===== src/core/uart_status_pkg.sv =====
package uart_status_pkg;

  // ****************************************
  // Register offsets
  // ****************************************
  localparam logic [2:0] OFS_RX_DATA       = 3'h0;
  localparam logic [2:0] OFS_LINE_STATUS   = 3'h1;
  localparam logic [2:0] OFS_MODEM_STATUS  = 3'h2;
  localparam logic [2:0] OFS_MODEM_CONTROL = 3'h3;
  localparam logic [2:0] OFS_FIFO_CONTROL  = 3'h4;
  localparam logic [2:0] OFS_INT_STATUS    = 3'h5;
  localparam logic [2:0] OFS_INT_MASK      = 3'h6;

  // ****************************************
  // Line status fields
  // ****************************************
  localparam int LS_DATA_READY  = 0;
  localparam int LS_OVERRUN     = 1;
  localparam int LS_PARITY      = 2;
  localparam int LS_FRAMING     = 3;
  localparam int LS_BREAK       = 4;
  localparam int LS_FIFO_ERROR  = 7;

  // ****************************************
  // Modem status / control fields
  // ****************************************
  localparam int MS_DELTA_CTS   = 0;
  localparam int MS_DELTA_DSR   = 1;
  localparam int MS_TRAIL_RI    = 2;
  localparam int MS_DELTA_CD    = 3;
  localparam int MS_LEVEL_LO    = 4;
  localparam int MC_DTR         = 0;
  localparam int MC_RTS         = 1;
  localparam int MC_OUT_ONE     = 2;
  localparam int MC_OUT_TWO     = 3;
  localparam int MC_LOOPBACK    = 4;
  localparam int FC_FIFO_ENABLE = 0;

  // ****************************************
  // Interrupt status fields
  // ****************************************
  localparam int IS_DATA_READY  = 0;
  localparam int IS_OVERRUN     = 1;
  localparam int IS_PARITY      = 2;
  localparam int IS_MODEM       = 3;

  // ****************************************
  // Reset values and sizes
  // ****************************************
  localparam logic [7:0] RST_MODEM_CONTROL = 8'h00;
  localparam logic [7:0] RST_EXTRA_FEATURE = 8'h00;
  localparam logic [0:0] RST_FIFO_ENABLE   = 1'h0;
  localparam logic [3:0] RST_INT_MASK      = 4'h0;
  localparam int         FIFO_DEPTH        = 128;
  localparam int         PTR_W             = 7;
  localparam logic [7:0] FIFO_CAP          = 8'h80;
  localparam logic [7:0] HOLD_CAP          = 8'h01;

endpackage


===== src/core/uart_line_and_modem_status.sv =====
// Implementation choices: the register addresses and the strobed register port.
`timescale 1ns/1ps
// Overview of operation
// RQ1 - Parity-error flag is line status bit 2, set on bad parity, else 0.
// RQ2 - In FIFO mode parity flag belongs to the character at the FIFO head.
// RQ3 - Overrun flag, line status bit 1, sets when a character lands while full.
// RQ4 - On overrun the shift register is overwritten; FIFO contents stay untouched.
// RQ5 - Data-ready, line status bit 0, high while any received character is held.
// RQ6 - Modem status shares its address with extra-feature control; writes go there.
// RQ7 - Reading modem status clears change bits 3:0.
// RQ8 - Bit 7 is inverted carrier detect, or output-two control bit in loopback.
// RQ9 - Bit 6 is inverted ring indicator, or output-one control bit in loopback.
// RQ10 - Bit 5 is inverted data-set-ready, or data-terminal-ready bit in loopback.
// RQ11 - Bit 4 is inverted clear-to-send, or request-to-send bit in loopback.
// RQ12 - Carrier, data-set-ready and clear-to-send change bits set on either edge.
// RQ13 - Ring change bit sets only when the ring input rises from 0 to 1.
// RQ14 - Modem status interrupt is requested while any change bit is 1.
// RQ15 - FIFO error flag is high while any stored character carries an error.
// RQ16 - A change in the same cycle as the clearing read stays set.
module uart_line_and_modem_status (
  input  wire logic       clk,
  input  wire logic       nrst,
  input  wire logic [2:0] addr,
  input  wire logic [7:0] wr_data,
  input  wire logic       wr_en,
  input  wire logic       rd_en,
  output logic      [7:0] rd_data,
  input  wire logic       rx_done,
  input  wire logic [7:0] rx_char,
  input  wire logic       rx_parity_err,
  input  wire logic       rx_framing_err,
  input  wire logic       rx_break,
  input  wire logic       cts_n,
  input  wire logic       dsr_n,
  input  wire logic       ri_n,
  input  wire logic       cd_n,
  output logic            rts_n,
  output logic            dtr_n,
  output logic            out_one_n,
  output logic            out_two_n,
  output logic      [7:0] extra_feature_control,
  output logic            modem_irq,
  output logic            irq
);

  // ****************************************
  // Storage and state
  // ****************************************
  logic [10:0]      fifo_mem [uart_status_pkg::FIFO_DEPTH];
  logic [uart_status_pkg::PTR_W-1:0] wr_ptr;
  logic [uart_status_pkg::PTR_W-1:0] rd_ptr;
  logic [7:0]       count;
  logic [7:0]       err_count;
  logic [7:0]       shift_char;
  logic             overrun;
  logic [7:0]       modem_control;
  logic             fifo_enable;
  logic [3:0]       delta;
  logic [3:0]       pin_prev;
  logic [3:0]       int_status;
  logic [3:0]       int_mask;

  logic [uart_status_pkg::PTR_W-1:0] next_wr_ptr;
  logic [uart_status_pkg::PTR_W-1:0] next_rd_ptr;
  logic [7:0]       next_count;
  logic [7:0]       next_err_count;
  logic [7:0]       next_shift_char;
  logic             next_overrun;
  logic [7:0]       next_modem_control;
  logic             next_fifo_enable;
  logic [7:0]       next_extra;
  logic [3:0]       next_delta;
  logic [3:0]       next_int_status;
  logic [3:0]       next_int_mask;
  logic [7:0]       next_rd_data;
  logic             next_rts_n;
  logic             next_dtr_n;
  logic             next_out_one_n;
  logic             next_out_two_n;
  logic             next_modem_irq;
  logic             next_irq;

  // ****************************************
  // Combinational helpers
  // ****************************************
  logic [7:0]  cap;
  logic        full;
  logic        push;
  logic        pop;
  logic        loopback;
  logic [3:0]  pin_now;
  logic [3:0]  pin_change;
  logic [3:0]  delta_set;
  logic [10:0] head;
  logic [10:0] entry_in;
  logic        entry_err;
  logic        head_err;
  logic [7:0]  line_status;
  logic [7:0]  modem_status;
  logic        rd_line;
  logic        rd_modem;

  assign loopback  = modem_control[uart_status_pkg::MC_LOOPBACK];
  // A disabled FIFO behaves as a one-deep holding register
  assign cap       = fifo_enable ? uart_status_pkg::FIFO_CAP : uart_status_pkg::HOLD_CAP;
  assign full      = (count >= cap);
  assign rd_line   = rd_en && (addr == uart_status_pkg::OFS_LINE_STATUS);
  assign rd_modem  = rd_en && (addr == uart_status_pkg::OFS_MODEM_STATUS);
  assign pop       = rd_en && (addr == uart_status_pkg::OFS_RX_DATA) && (count != 8'h00);
  assign push      = rx_done && !full; // [RQ3] [RQ4]
  assign entry_in  = {rx_break, rx_framing_err, rx_parity_err, rx_char};
  assign entry_err = |entry_in[10:8];
  assign head      = fifo_mem[rd_ptr];
  assign head_err  = |head[10:8];

  // Pin order is cts, dsr, ri, cd; in loopback the pins follow the control bits
  always_comb begin
    if (loopback) begin
      pin_now = ~{modem_control[uart_status_pkg::MC_OUT_TWO],   // [RQ8]
                  modem_control[uart_status_pkg::MC_OUT_ONE],   // [RQ9]
                  modem_control[uart_status_pkg::MC_DTR],       // [RQ10]
                  modem_control[uart_status_pkg::MC_RTS]};      // [RQ11]
    end else begin
      pin_now = {cd_n, ri_n, dsr_n, cts_n};
    end
  end

  // Already in the change-bit layout bit for bit: cd, ri, dsr, cts
  assign pin_change = pin_now ^ pin_prev;
  always_comb begin
    delta_set = 4'h0;
    delta_set[uart_status_pkg::MS_DELTA_CD]  = pin_change[3];  // [RQ12]
    delta_set[uart_status_pkg::MS_DELTA_DSR] = pin_change[1];  // [RQ12]
    delta_set[uart_status_pkg::MS_DELTA_CTS] = pin_change[0];  // [RQ12]
    delta_set[uart_status_pkg::MS_TRAIL_RI]  = pin_now[2] && !pin_prev[2]; // [RQ13]
  end

  always_comb begin
    modem_status = {~pin_now[3], ~pin_now[2], ~pin_now[1], ~pin_now[0], delta};
  end

  always_comb begin
    line_status = 8'h00;
    line_status[uart_status_pkg::LS_DATA_READY] = (count != 8'h00);         // [RQ5]
    line_status[uart_status_pkg::LS_OVERRUN]    = overrun;                  // [RQ3]
    // Error bits describe the oldest stored character, not the newest
    line_status[uart_status_pkg::LS_PARITY]     = (count != 8'h00) && head[8];  // [RQ1] [RQ2]
    line_status[uart_status_pkg::LS_FRAMING]    = (count != 8'h00) && head[9];
    line_status[uart_status_pkg::LS_BREAK]      = (count != 8'h00) && head[10];
    line_status[uart_status_pkg::LS_FIFO_ERROR] = (err_count != 8'h00);     // [RQ15]
  end

  // ****************************************
  // Receive store next state
  // ****************************************
  always_comb begin
    next_wr_ptr     = wr_ptr;
    next_rd_ptr     = rd_ptr;
    next_count      = count;
    next_err_count  = err_count;
    next_shift_char = shift_char;
    next_overrun    = overrun;
    if (rx_done) begin
      // Shift register always takes the newest character, even when it is lost
      next_shift_char = rx_char;  // [RQ4]
    end
    if (push) begin
      next_wr_ptr = wr_ptr + 7'h01;
    end
    if (pop) begin
      next_rd_ptr = rd_ptr + 7'h01;
    end
    if (push && !pop) begin
      next_count = count + 8'h01;
    end else if (pop && !push) begin
      next_count = count - 8'h01;
    end
    if ((push && entry_err) && !(pop && head_err)) begin
      next_err_count = err_count + 8'h01;  // [RQ15]
    end else if (!(push && entry_err) && (pop && head_err)) begin
      next_err_count = err_count - 8'h01;  // [RQ15]
    end
    // Read clears overrun, but a new overrun in the same cycle wins
    if (rd_line) begin
      next_overrun = 1'b0;
    end
    if (rx_done && full) begin
      next_overrun = 1'b1;  // [RQ3]
    end
    // Switching FIFO mode flushes the store, as the capacity changes under it
    if (wr_en && addr == uart_status_pkg::OFS_FIFO_CONTROL &&
        wr_data[uart_status_pkg::FC_FIFO_ENABLE] != fifo_enable) begin
      next_wr_ptr    = 7'h00;
      next_rd_ptr    = 7'h00;
      next_count     = 8'h00;
      next_err_count = 8'h00;
    end
  end

  always_ff @(posedge clk) begin
    if (push) begin
      fifo_mem[wr_ptr] <= entry_in;  // [RQ4]
    end
  end

  always_ff @(posedge clk or negedge nrst) begin
    if (!nrst) begin
      wr_ptr     <= 7'h00;
      rd_ptr     <= 7'h00;
      count      <= 8'h00;
      err_count  <= 8'h00;
      shift_char <= 8'h00;
      overrun    <= 1'b0;
    end else begin
      wr_ptr     <= next_wr_ptr;
      rd_ptr     <= next_rd_ptr;
      count      <= next_count;
      err_count  <= next_err_count;
      shift_char <= next_shift_char;
      overrun    <= next_overrun;
    end
  end

  // ****************************************
  // Control registers and modem change bits
  // ****************************************
  always_comb begin
    next_modem_control = modem_control;
    next_fifo_enable   = fifo_enable;
    next_extra         = extra_feature_control;
    next_int_mask      = int_mask;
    next_delta         = delta;
    next_int_status    = int_status;
    if (wr_en) begin
      unique case (addr)
        uart_status_pkg::OFS_MODEM_STATUS:  next_extra = wr_data;  // [RQ6]
        uart_status_pkg::OFS_MODEM_CONTROL: next_modem_control = {3'h0, wr_data[4:0]};
        uart_status_pkg::OFS_FIFO_CONTROL:
          next_fifo_enable = wr_data[uart_status_pkg::FC_FIFO_ENABLE];
        uart_status_pkg::OFS_INT_STATUS:    next_int_status = int_status & ~wr_data[3:0];
        uart_status_pkg::OFS_INT_MASK:      next_int_mask = wr_data[3:0];
        default: ;
      endcase
    end
    if (rd_modem) begin
      next_delta = 4'h0;  // [RQ7]
    end
    // Set after clear so a change coinciding with the read survives
    next_delta = next_delta | delta_set;  // [RQ16]
    next_int_status[uart_status_pkg::IS_DATA_READY] =
      next_int_status[uart_status_pkg::IS_DATA_READY] | push;
    next_int_status[uart_status_pkg::IS_OVERRUN] =
      next_int_status[uart_status_pkg::IS_OVERRUN] | (rx_done && full);
    next_int_status[uart_status_pkg::IS_PARITY] =
      next_int_status[uart_status_pkg::IS_PARITY] | (push && rx_parity_err);
    next_int_status[uart_status_pkg::IS_MODEM] =
      next_int_status[uart_status_pkg::IS_MODEM] | (|delta_set);
  end

  always_ff @(posedge clk or negedge nrst) begin
    if (!nrst) begin
      modem_control         <= uart_status_pkg::RST_MODEM_CONTROL;
      fifo_enable           <= uart_status_pkg::RST_FIFO_ENABLE;
      extra_feature_control <= uart_status_pkg::RST_EXTRA_FEATURE;
      int_mask              <= uart_status_pkg::RST_INT_MASK;
      int_status            <= 4'h0;
      delta                 <= 4'h0;
      pin_prev              <= 4'hF;
    end else begin
      modem_control         <= next_modem_control;
      fifo_enable           <= next_fifo_enable;
      extra_feature_control <= next_extra;
      int_mask              <= next_int_mask;
      int_status            <= next_int_status;
      delta                 <= next_delta;
      pin_prev              <= pin_now;
    end
  end

  // ****************************************
  // Read data and pin outputs
  // ****************************************
  always_comb begin
    next_rd_data = 8'h00;
    if (rd_en) begin
      unique case (addr)
        uart_status_pkg::OFS_RX_DATA:       next_rd_data = (count != 8'h00) ? head[7:0] : 8'h00;
        uart_status_pkg::OFS_LINE_STATUS:   next_rd_data = line_status;
        uart_status_pkg::OFS_MODEM_STATUS:  next_rd_data = modem_status;  // [RQ6]
        uart_status_pkg::OFS_MODEM_CONTROL: next_rd_data = modem_control;
        uart_status_pkg::OFS_FIFO_CONTROL:  next_rd_data = {7'h00, fifo_enable};
        uart_status_pkg::OFS_INT_STATUS:    next_rd_data = {4'h0, int_status};
        uart_status_pkg::OFS_INT_MASK:      next_rd_data = {4'h0, int_mask};
        default:                            next_rd_data = 8'h00;
      endcase
    end
  end

  always_comb begin
    // In loopback the modem outputs are parked inactive; use the next mode so
    // entering loopback never drives the pins active for one cycle
    next_rts_n     = next_modem_control[uart_status_pkg::MC_LOOPBACK] |
                     ~next_modem_control[uart_status_pkg::MC_RTS];
    next_dtr_n     = next_modem_control[uart_status_pkg::MC_LOOPBACK] |
                     ~next_modem_control[uart_status_pkg::MC_DTR];
    next_out_one_n = next_modem_control[uart_status_pkg::MC_LOOPBACK] |
                     ~next_modem_control[uart_status_pkg::MC_OUT_ONE];
    next_out_two_n = next_modem_control[uart_status_pkg::MC_LOOPBACK] |
                     ~next_modem_control[uart_status_pkg::MC_OUT_TWO];
    next_modem_irq = |next_delta;  // [RQ14]
    next_irq       = |(next_int_status & next_int_mask);
  end

  always_ff @(posedge clk or negedge nrst) begin
    if (!nrst) begin
      rd_data   <= 8'h00;
      rts_n     <= 1'b1;
      dtr_n     <= 1'b1;
      out_one_n <= 1'b1;
      out_two_n <= 1'b1;
      modem_irq <= 1'b0;
      irq       <= 1'b0;
    end else begin
      rd_data   <= next_rd_data;
      rts_n     <= next_rts_n;
      dtr_n     <= next_dtr_n;
      out_one_n <= next_out_one_n;
      out_two_n <= next_out_two_n;
      modem_irq <= next_modem_irq;
      irq       <= next_irq;
    end
  end

endmodule


===== config.mk =====
export PLATFORM = sky130hd
export DESIGN_NAME = uart_line_and_modem_status
export DESIGN_NICKNAME = d
export VERILOG_FILES = /design/src/core/uart_status_pkg.sv /design/src/core/uart_line_and_modem_status.sv
export SDC_FILE = /design/constraint.sdc
export NUM_CORES = 1
export LEC_CHECK = 0
export ABC_CLOCK_PERIOD_IN_PS = 4800
export BUFFER_PORTS_ARGS = -buffer_cell sky130_fd_sc_hd__buf_4
export CAP_MARGIN = 20
export CORE_ASPECT_RATIO = 0.6
export CORE_MARGIN = 2
export CORE_UTILIZATION = 40
export DETAILED_ROUTE_END_ITERATION = 16
export GPL_TIMING_DRIVEN = 1
export PLACE_DENSITY = 0.59
export SYNTH_ARGS = -nofsm -noshare
export SYNTH_HDL_FRONTEND = slang
export SYNTH_SLANG_ARGS = --single-unit
export TNS_END_PERCENT = 50

===== constraint.sdc =====
create_clock -name clk -period 4.8 [get_ports clk]
set_input_delay 0.24 -clock clk [delete_from_list [all_inputs] [get_ports clk]]
set_output_delay 0.24 -clock clk [all_outputs]
set_load 0.005 [all_outputs]

==> results_dict.tcl, run 1 <==
set metrics [dict create \
    die_width_um 496 \
    slew_headroom_pct 27.9 \
    placed_area_um2 63000 \
    viasPerCell 5.81 \
    min_period_over_period_pct 101 \
    fin_tns_setup_ps -47.4 \
    ant_nets 0 \
    drt-initial-drc-count 4292 \
    grt_overflow 0 \
    clk_pin_slew_ps 70 \
    port_buffers 52 \
    design_area_um2 68100 \
    r2r-start "rd_ptr[0]" \
    comb_power_share_pct 28.1 \
    finalSetupViolations 1 \
    p_leak_nw 21.8 \
    async_reset_ff_share_pct 5.06 \
    rr_worst_depth 21 \
    wirelength_um 153000 \
    nNetsFinal 3237 \
    start_util_pct 40.3 \
    internal_power_mw 24.8 \
    synth_edf_count 1408 \
    whs_ps 17.8 \
    synth_warnings 0 \
    path_max_fanout 5 \
    p_sw_share_pct 28.8 \
    cts_made_buffers 133 \
    wire_per_inst_um 29.3 \
    antenna_found_initial 6 \
    area_growth_pct 17.1 \
    finalClockSkew_ps 26.1 \
    max_freq_mhz 206 \
    p_switching_mw 10.0 \
    setup.worst_path.end "err_count[7]" \
    rsz0062_at_grt "yes" \
    slew_violations 0 \
    tritoncts "built" \
    worstMarginPinSlew_ps 1080 \
    grt_max_degree 101 \
    synth.avg_cell_area_um2 21.2 \
    crit_start "rd_ptr[0]" \
    yosys-top-cells-area "edfxtp_1 73%, mux4_2 15%, dfrtp_1 2.9%" \
    synthCells 2743 \
    synthFlopType "edfxtp_1" \
    gp_congestion 0.880 \
    htree_levels 4 \
    r2r_slack_ps -50 \
    io_pins 53 \
    critPathRequiredTime_ps 5430 \
    first_pass_iters 6 \
    r2r_end "err_count[7]" \
    power_mw 34.9 \
    crit_path_start_kind "register" \
    grt_pass1_vias 30022 \
    pwr-share-clk_pct 29.8 \
    multi_input_area_um2 13400 \
    post-route-drc-count 0 \
    synth_top_cell_area_share_pct 72.7 \
    clock_latency_ps 770 \
    dpl.hpwl_um 101000 \
    postLayoutCoreUtil_pct 47.2 \
    synth_area_leader_cell "edfxtp_1" \
    grt_pass1_wl_um 219000 \
    ys_ff_latch 1483 \
    crit_type "register to register" \
    syn-num-nets 2794 \
    ys_seq_area_share_pct 75.9 \
    arrival_ps 5480 \
    clock_sinks 1483 \
    std_cell_rows 108 \
    power_density_nw_per_um2 512 \
    placeableCoreArea_um2 144000 \
    p_seq_share_pct 42.1 \
    vias 30311 \
    peakVddDrop_uv 376 \
    netlist_area_um2 58200 \
    synth_most_common_cell "edfxtp_1" \
    seq_area_um2 44200 \
    grt_usage_pct 20.6 \
    drive_gt1_share_pct 32.5 \
    clockRootBuffer "clkbuf_16" \
    n_fill_cell 11709 \
    period_needed_ps 4850 \
    cts.path.max_buffers 3 \
    synth_common_cells "1408 x edfxtp_1, 376 x mux4_2, 182 x nor2_1, 87 x nand2_1, 80 x mux2i_1" \
    die_area_um2 149000 \
    outcome "finished with violations" \
    holdCritPathClass "input port to register" \
    hold_viol 0 \
    die_y_um 299 \
    max_cap_viol_count 0 \
    end_kind "register" \
    yosysUniqueCellTypes 71 \
    violations "negative setup slack" \
    setup_ws_ps -47.4 \
]
==> cell families after synthesis <==
logic type | after synthesis | share of synthesized area, %
buffers and inverters | 165 | 1.56
AOI/OAI and AO/OA | 194 | 2.31
xor gates and xnor gates | 22 | 0.331
DFF | 1483 | 75.9
muxes | 485 | 16.6
and+or+nand+nor | 374 | 2.83
adders and majority gates | 20 | 0.456
==> cells in the final DEF, fill, tap and decap left out, types with 5 or more instances in the layout <==
cell type      Yosys  final
edfxtp_1        1408   1408
buf_4             13    390
mux4_2           376    376
nor2_1           182    180
clkbuf_16          0    141
nand2_1           87     85
mux2i_1           80     76
dfrtp_1           67     63
clkinv_1           1     41
a21oi_1           35     31
a22oi_1           30     27
o21ai_0           30     25
clkbuf_1          49     25
nand3_1           25     24
mux2_2            24     22
dlygate4sd3_1      0     22
inv_1             22     21
buf_12             1     21
o22ai_1           18     18
clkinv_2           0     17
nor2b_1           19     16
nor3_1            19     15
ha_1              18     14
xor2_1            12     12
xnor2_1           10     10
a22o_1             9      9
dfstp_2            8      8
buf_6             20      8
a21o_1             7      7
a211oi_1          10      6
a221oi_1           7      6
bufinv_16          0      6
and2_1             5      5
a211oi_2           1      5
nand3b_1           5      5
mux4_1             5      5
or3_1              5      5
inv_6              0      5
==> state kept, by name, indices dropped and copies added (netlist names) <==
register	flops
modem_control	5
rd_ptr	7
rd_data	8
wr_ptr	7
int_status	4
modem_irq	1
extra_feature_control	8
pin_prev	4
err_count	8
fifo_enable	1
rts_n	1
dtr_n	1
delta	4
overrun	1
out_one_n	1
int_mask	4
irq	1
count	8
out_two_n	1
fifo_mem	1408
==> cell type report <==
type / count / area share (%)
Sequential cell: 1483 / 64.8
Multi-Input combinational cell: 1095 / 19.7
Timing Repair Buffer: 450 / 5.67
Clock buffer: 166 / 5.30
Tap cell: 1925 / 3.54
Clock inverter: 75 / 0.815
Inverter: 23 / 0.130
Antenna cell: 1 / 0.00367
==> power groups by stage <==
stage	Sequential, mW	Combinational, mW	Clock, mW
final	14.7	9.81	10.4
after global placement	14.9	8.93	0
after CTS	14.7	9.62	10.6
after detailed placement	14.9	9.11	0
after floorplan	14.8	5.82	0
after global routing	14.7	10.3	11.1
==> how the worst min path moves through the flow <==
stage / start / endpoint / slack, ps / cells after the start
3_5_place_dp: nrst / modem_control[2] / 480 / 1
2_1_floorplan: nrst / count[0] / -60 / 0
5_1_grt: rx_char[1] / fifo_mem[56][1] / 50 / 1
4_1_cts: rx_char[1] / fifo_mem[56][1] / 20 / 1
3_3_place_gp: nrst / modem_control[3] / 460 / 1
6_report: rx_char[1] / fifo_mem[56][1] / 20 / 1
==> what timing repair did <==
item | 4_1_cts | 5_1_grt
endpoints found under the hold margin | 147 | 8
cloned | 3 | 1
gates resized for setup | 50 | 40
endpoints found under the setup margin | 6 | 2
hold buffers | 21 | 1
setup buffers | 18 | 8
pin swaps | 15 | 22
==> stage by stage <==
stage                     instances  setup WS (ps)
after global routing           5217           -108
after CTS                      5209           8.68
after global placement         4926          -1240
final                          5218          -47.4
after floorplan                2743            104
after detailed placement       4926          -1180
==> layer usage <==
layer | track usage, % | share of wire [%] | vias up
li1 | - | - | 12288
met1 | 33.2 | 46 | 16259
met2 | 27.8 | 42 | 1584
met3 | 5.50 | 11 | 176
met4 | 4.16 | 1.4 | 4
met5 | 0 | 0.022 | -
==> critical path: stages (launching register included) <==
cell	delay, ps
dfrtp_4	530
buf_6	150
buf_12	140
mux4_2	530
a2111oi_4	440
buf_4	180
a21oi_1	80
nand2_2	180
a21oi_4	90
o31ai_4	330
buf_6	160
ha_4	140
inv_4	40
ha_4	200
a21o_1	160
a21oi_2	180
o21ai_2	100
a2111oi_2	350
buf_4	170
nor3_2	40
o21ai_1	210
mux2_4	320
Note: power is estimated with default switching activity, not from simulation.
==> run 2, diff against run 1 <==
Settings changed: PLACE_DENSITY 0.59 to 0.56.
==> run 2 against run 1 <==
The run now ends clean. Design area is 1.1% higher. Final cell count is 0.46% higher. Sequential power hardly changed. Largest power group unchanged. Highest routed layer is now met4.
==> results_dict.tcl, run 2 (synthesized netlist as in run 1, its figures left out) <==
set metrics [dict create \
    antenna_found_initial 2 \
    finalSetupViolations 0 \
    clk_pin_slew_ps 70 \
    cts_made_buffers 134 \
    std_cell_rows 108 \
    drive_gt1_share_pct 33.1 \
    crit_top_cell "o21ai_2" \
    slew_violations 0 \
    die_area_um2 149000 \
    worstMarginPinSlew_ps 1060 \
    drt-initial-drc-count 3945 \
    arrival_ps 5410 \
    grt_overflow 0 \
    grt_pass1_vias 30424 \
    finalClockSkew_ps 24.7 \
    crit_path_start_kind "register" \
    outcome "finished clean" \
    path_max_fanout 7 \
    slowest_delay_ps 560 \
    wirelength_um 153000 \
    use_met1_pct 32.4 \
    met2_usage_pct 28.2 \
    die_width_um 496 \
    grt_usage_pct 20.6 \
    period_needed_ps 4770 \
    grt_util_met3_pct 5.86 \
    postLayoutCoreUtil_pct 47.7 \
    placeableCoreArea_um2 144000 \
    holdCritPathClass "input port to asynchronous set/reset pin" \
    vias 30155 \
    clockRootBuffer "clkbuf_16" \
    post-route-drc-count 0 \
    die_y_um 299 \
    final_common_cell "edfxtp_1" \
    start_util_pct 40.3 \
    fin_tns_setup_ps 0 \
    viasPerCell 5.75 \
    cts.path.max_buffers 3 \
    crit_type "register to register" \
    gr-max-usage-layer "met1" \
    port_buffers 52 \
    critPathRequiredTime_ps 5430 \
    max_cap_viol_count 0 \
    crit_slowest_cell "mux4_2" \
    final_cell_mix "1408 x edfxtp_1, 376 x mux4_2, 372 x buf_4" \
    regMostFlops "fifo_mem" \
    first_pass_iters 7 \
    clock_sinks 1483 \
    power_density_nw_per_um2 509 \
    gp_congestion 0.856 \
    wire_per_inst_um 29.1 \
    tritoncts "built" \
    io_pins 53 \
    slew_headroom_pct 28.9 \
    largest_register_ffs 1408 \
    area_growth_pct 18.4 \
    crit_buf_inv 7 \
    grt_pass1_wl_um 219000 \
    grt_max_degree 93 \
    peakVddDrop_uv 305 \
    ant_nets 0 \
    htree_levels 4 \
    design_area_um2 68900 \
    rsz0062_at_grt "yes" \
    hold_viol 0 \
    critical_path.top_delay_family "compound AO/OA/AOI/OAI gates" \
    power_mw 35.1 \
    clock_latency_ps 750 \
    nNetsFinal 3259 \
    path_cells "buf_12 > buf_16 > buf_12 > mux4_2 > a221oi_2 > o21ai_2 > buf_4 > nand4_1 > nor3_4 > o31ai_4 > buf_6 > ha_4 > inv_4 > ha_4 > a21o_1 > a21oi_2 > o21ai_2 > a2111oi_4 > buf_4 > nor3_4 > o21ai_2 > mux2_4" \
    p_leak_nw 22.1 \
    max_freq_mhz 209 \
    placed_area_um2 63600 \
    end_kind "register" \
    min_period_over_period_pct 99.5 \
    dpl.hpwl_um 101000 \
]
==> run 2: path summary, 6_finish.rpt <==
path	startpoint	slack, ps	cells after the start	endpoint
max	rd_ptr[0]	30	22	err_count[7]
min	nrst	10	2	int_mask[0]
max reg2reg	rd_ptr[0]	30	22	err_count[7]
min reg2reg	overrun	490	2	overrun
max in group asynchronous	nrst	4160	3	pin_prev[1]
min in group clk	rx_char[2]	40	1	fifo_mem[118][2]
==> run 2: through the flow <==
stage / worst slack, ps / hold slack, ps / std cells
4_1_cts: 8.33 / 1.07 / 5235
2_1_floorplan: 104 / -55.6 / 2743
3_3_place_gp: -755 / 458 / 4940
6_report: 26.3 / 10.7 / 5242
5_1_grt: -159 / 12.1 / 5240
3_5_place_dp: -788 / 470 / 4940
==> run 2: layout make-up <==
| type | instances | area (um2) |
|---|---|---|
| fillers | 11721 | 75600 |
| flip-flops and latches | 1483 | 44200 |
| repair buffers | 471 | 4500 |
| diodes | 3 | 7.51 |
| multi-input cells | 1095 | 13500 |
| inverters | 23 | 88.8 |
| well taps | 1925 | 2410 |
| clock buffers | 173 | 3660 |
| clock inverters | 69 | 598 |
==> run 2: power by group <==
group / leakage (nW) / internal [mW] / switching (mW)
clock: 2.07 / 5.93 / 4.63
combinational: 6.48 / 4.78 / 5.10
sequential: 13.5 / 14.4 / 0.205
total: 22.1 / 25.1 / 9.94
==> run 2: repair_timing <==
item                       4_1_cts  5_1_grt
gates cloned                     4        3
hold buffers                    22        0
setup endpoints to repair        4        7
hold endpoints to repair       121        0
pin swaps                       18       25
setup buffers                   27        5
resized for setup               55       44
==> run 2: metal layers <==
metal / up-vias / routed length [um]
met5: - / 0
met4: 0 / 2340
met3: 184 / 15600
met2: 1420 / 64600
met1: 16216 / 70000
li1: 12335 / -
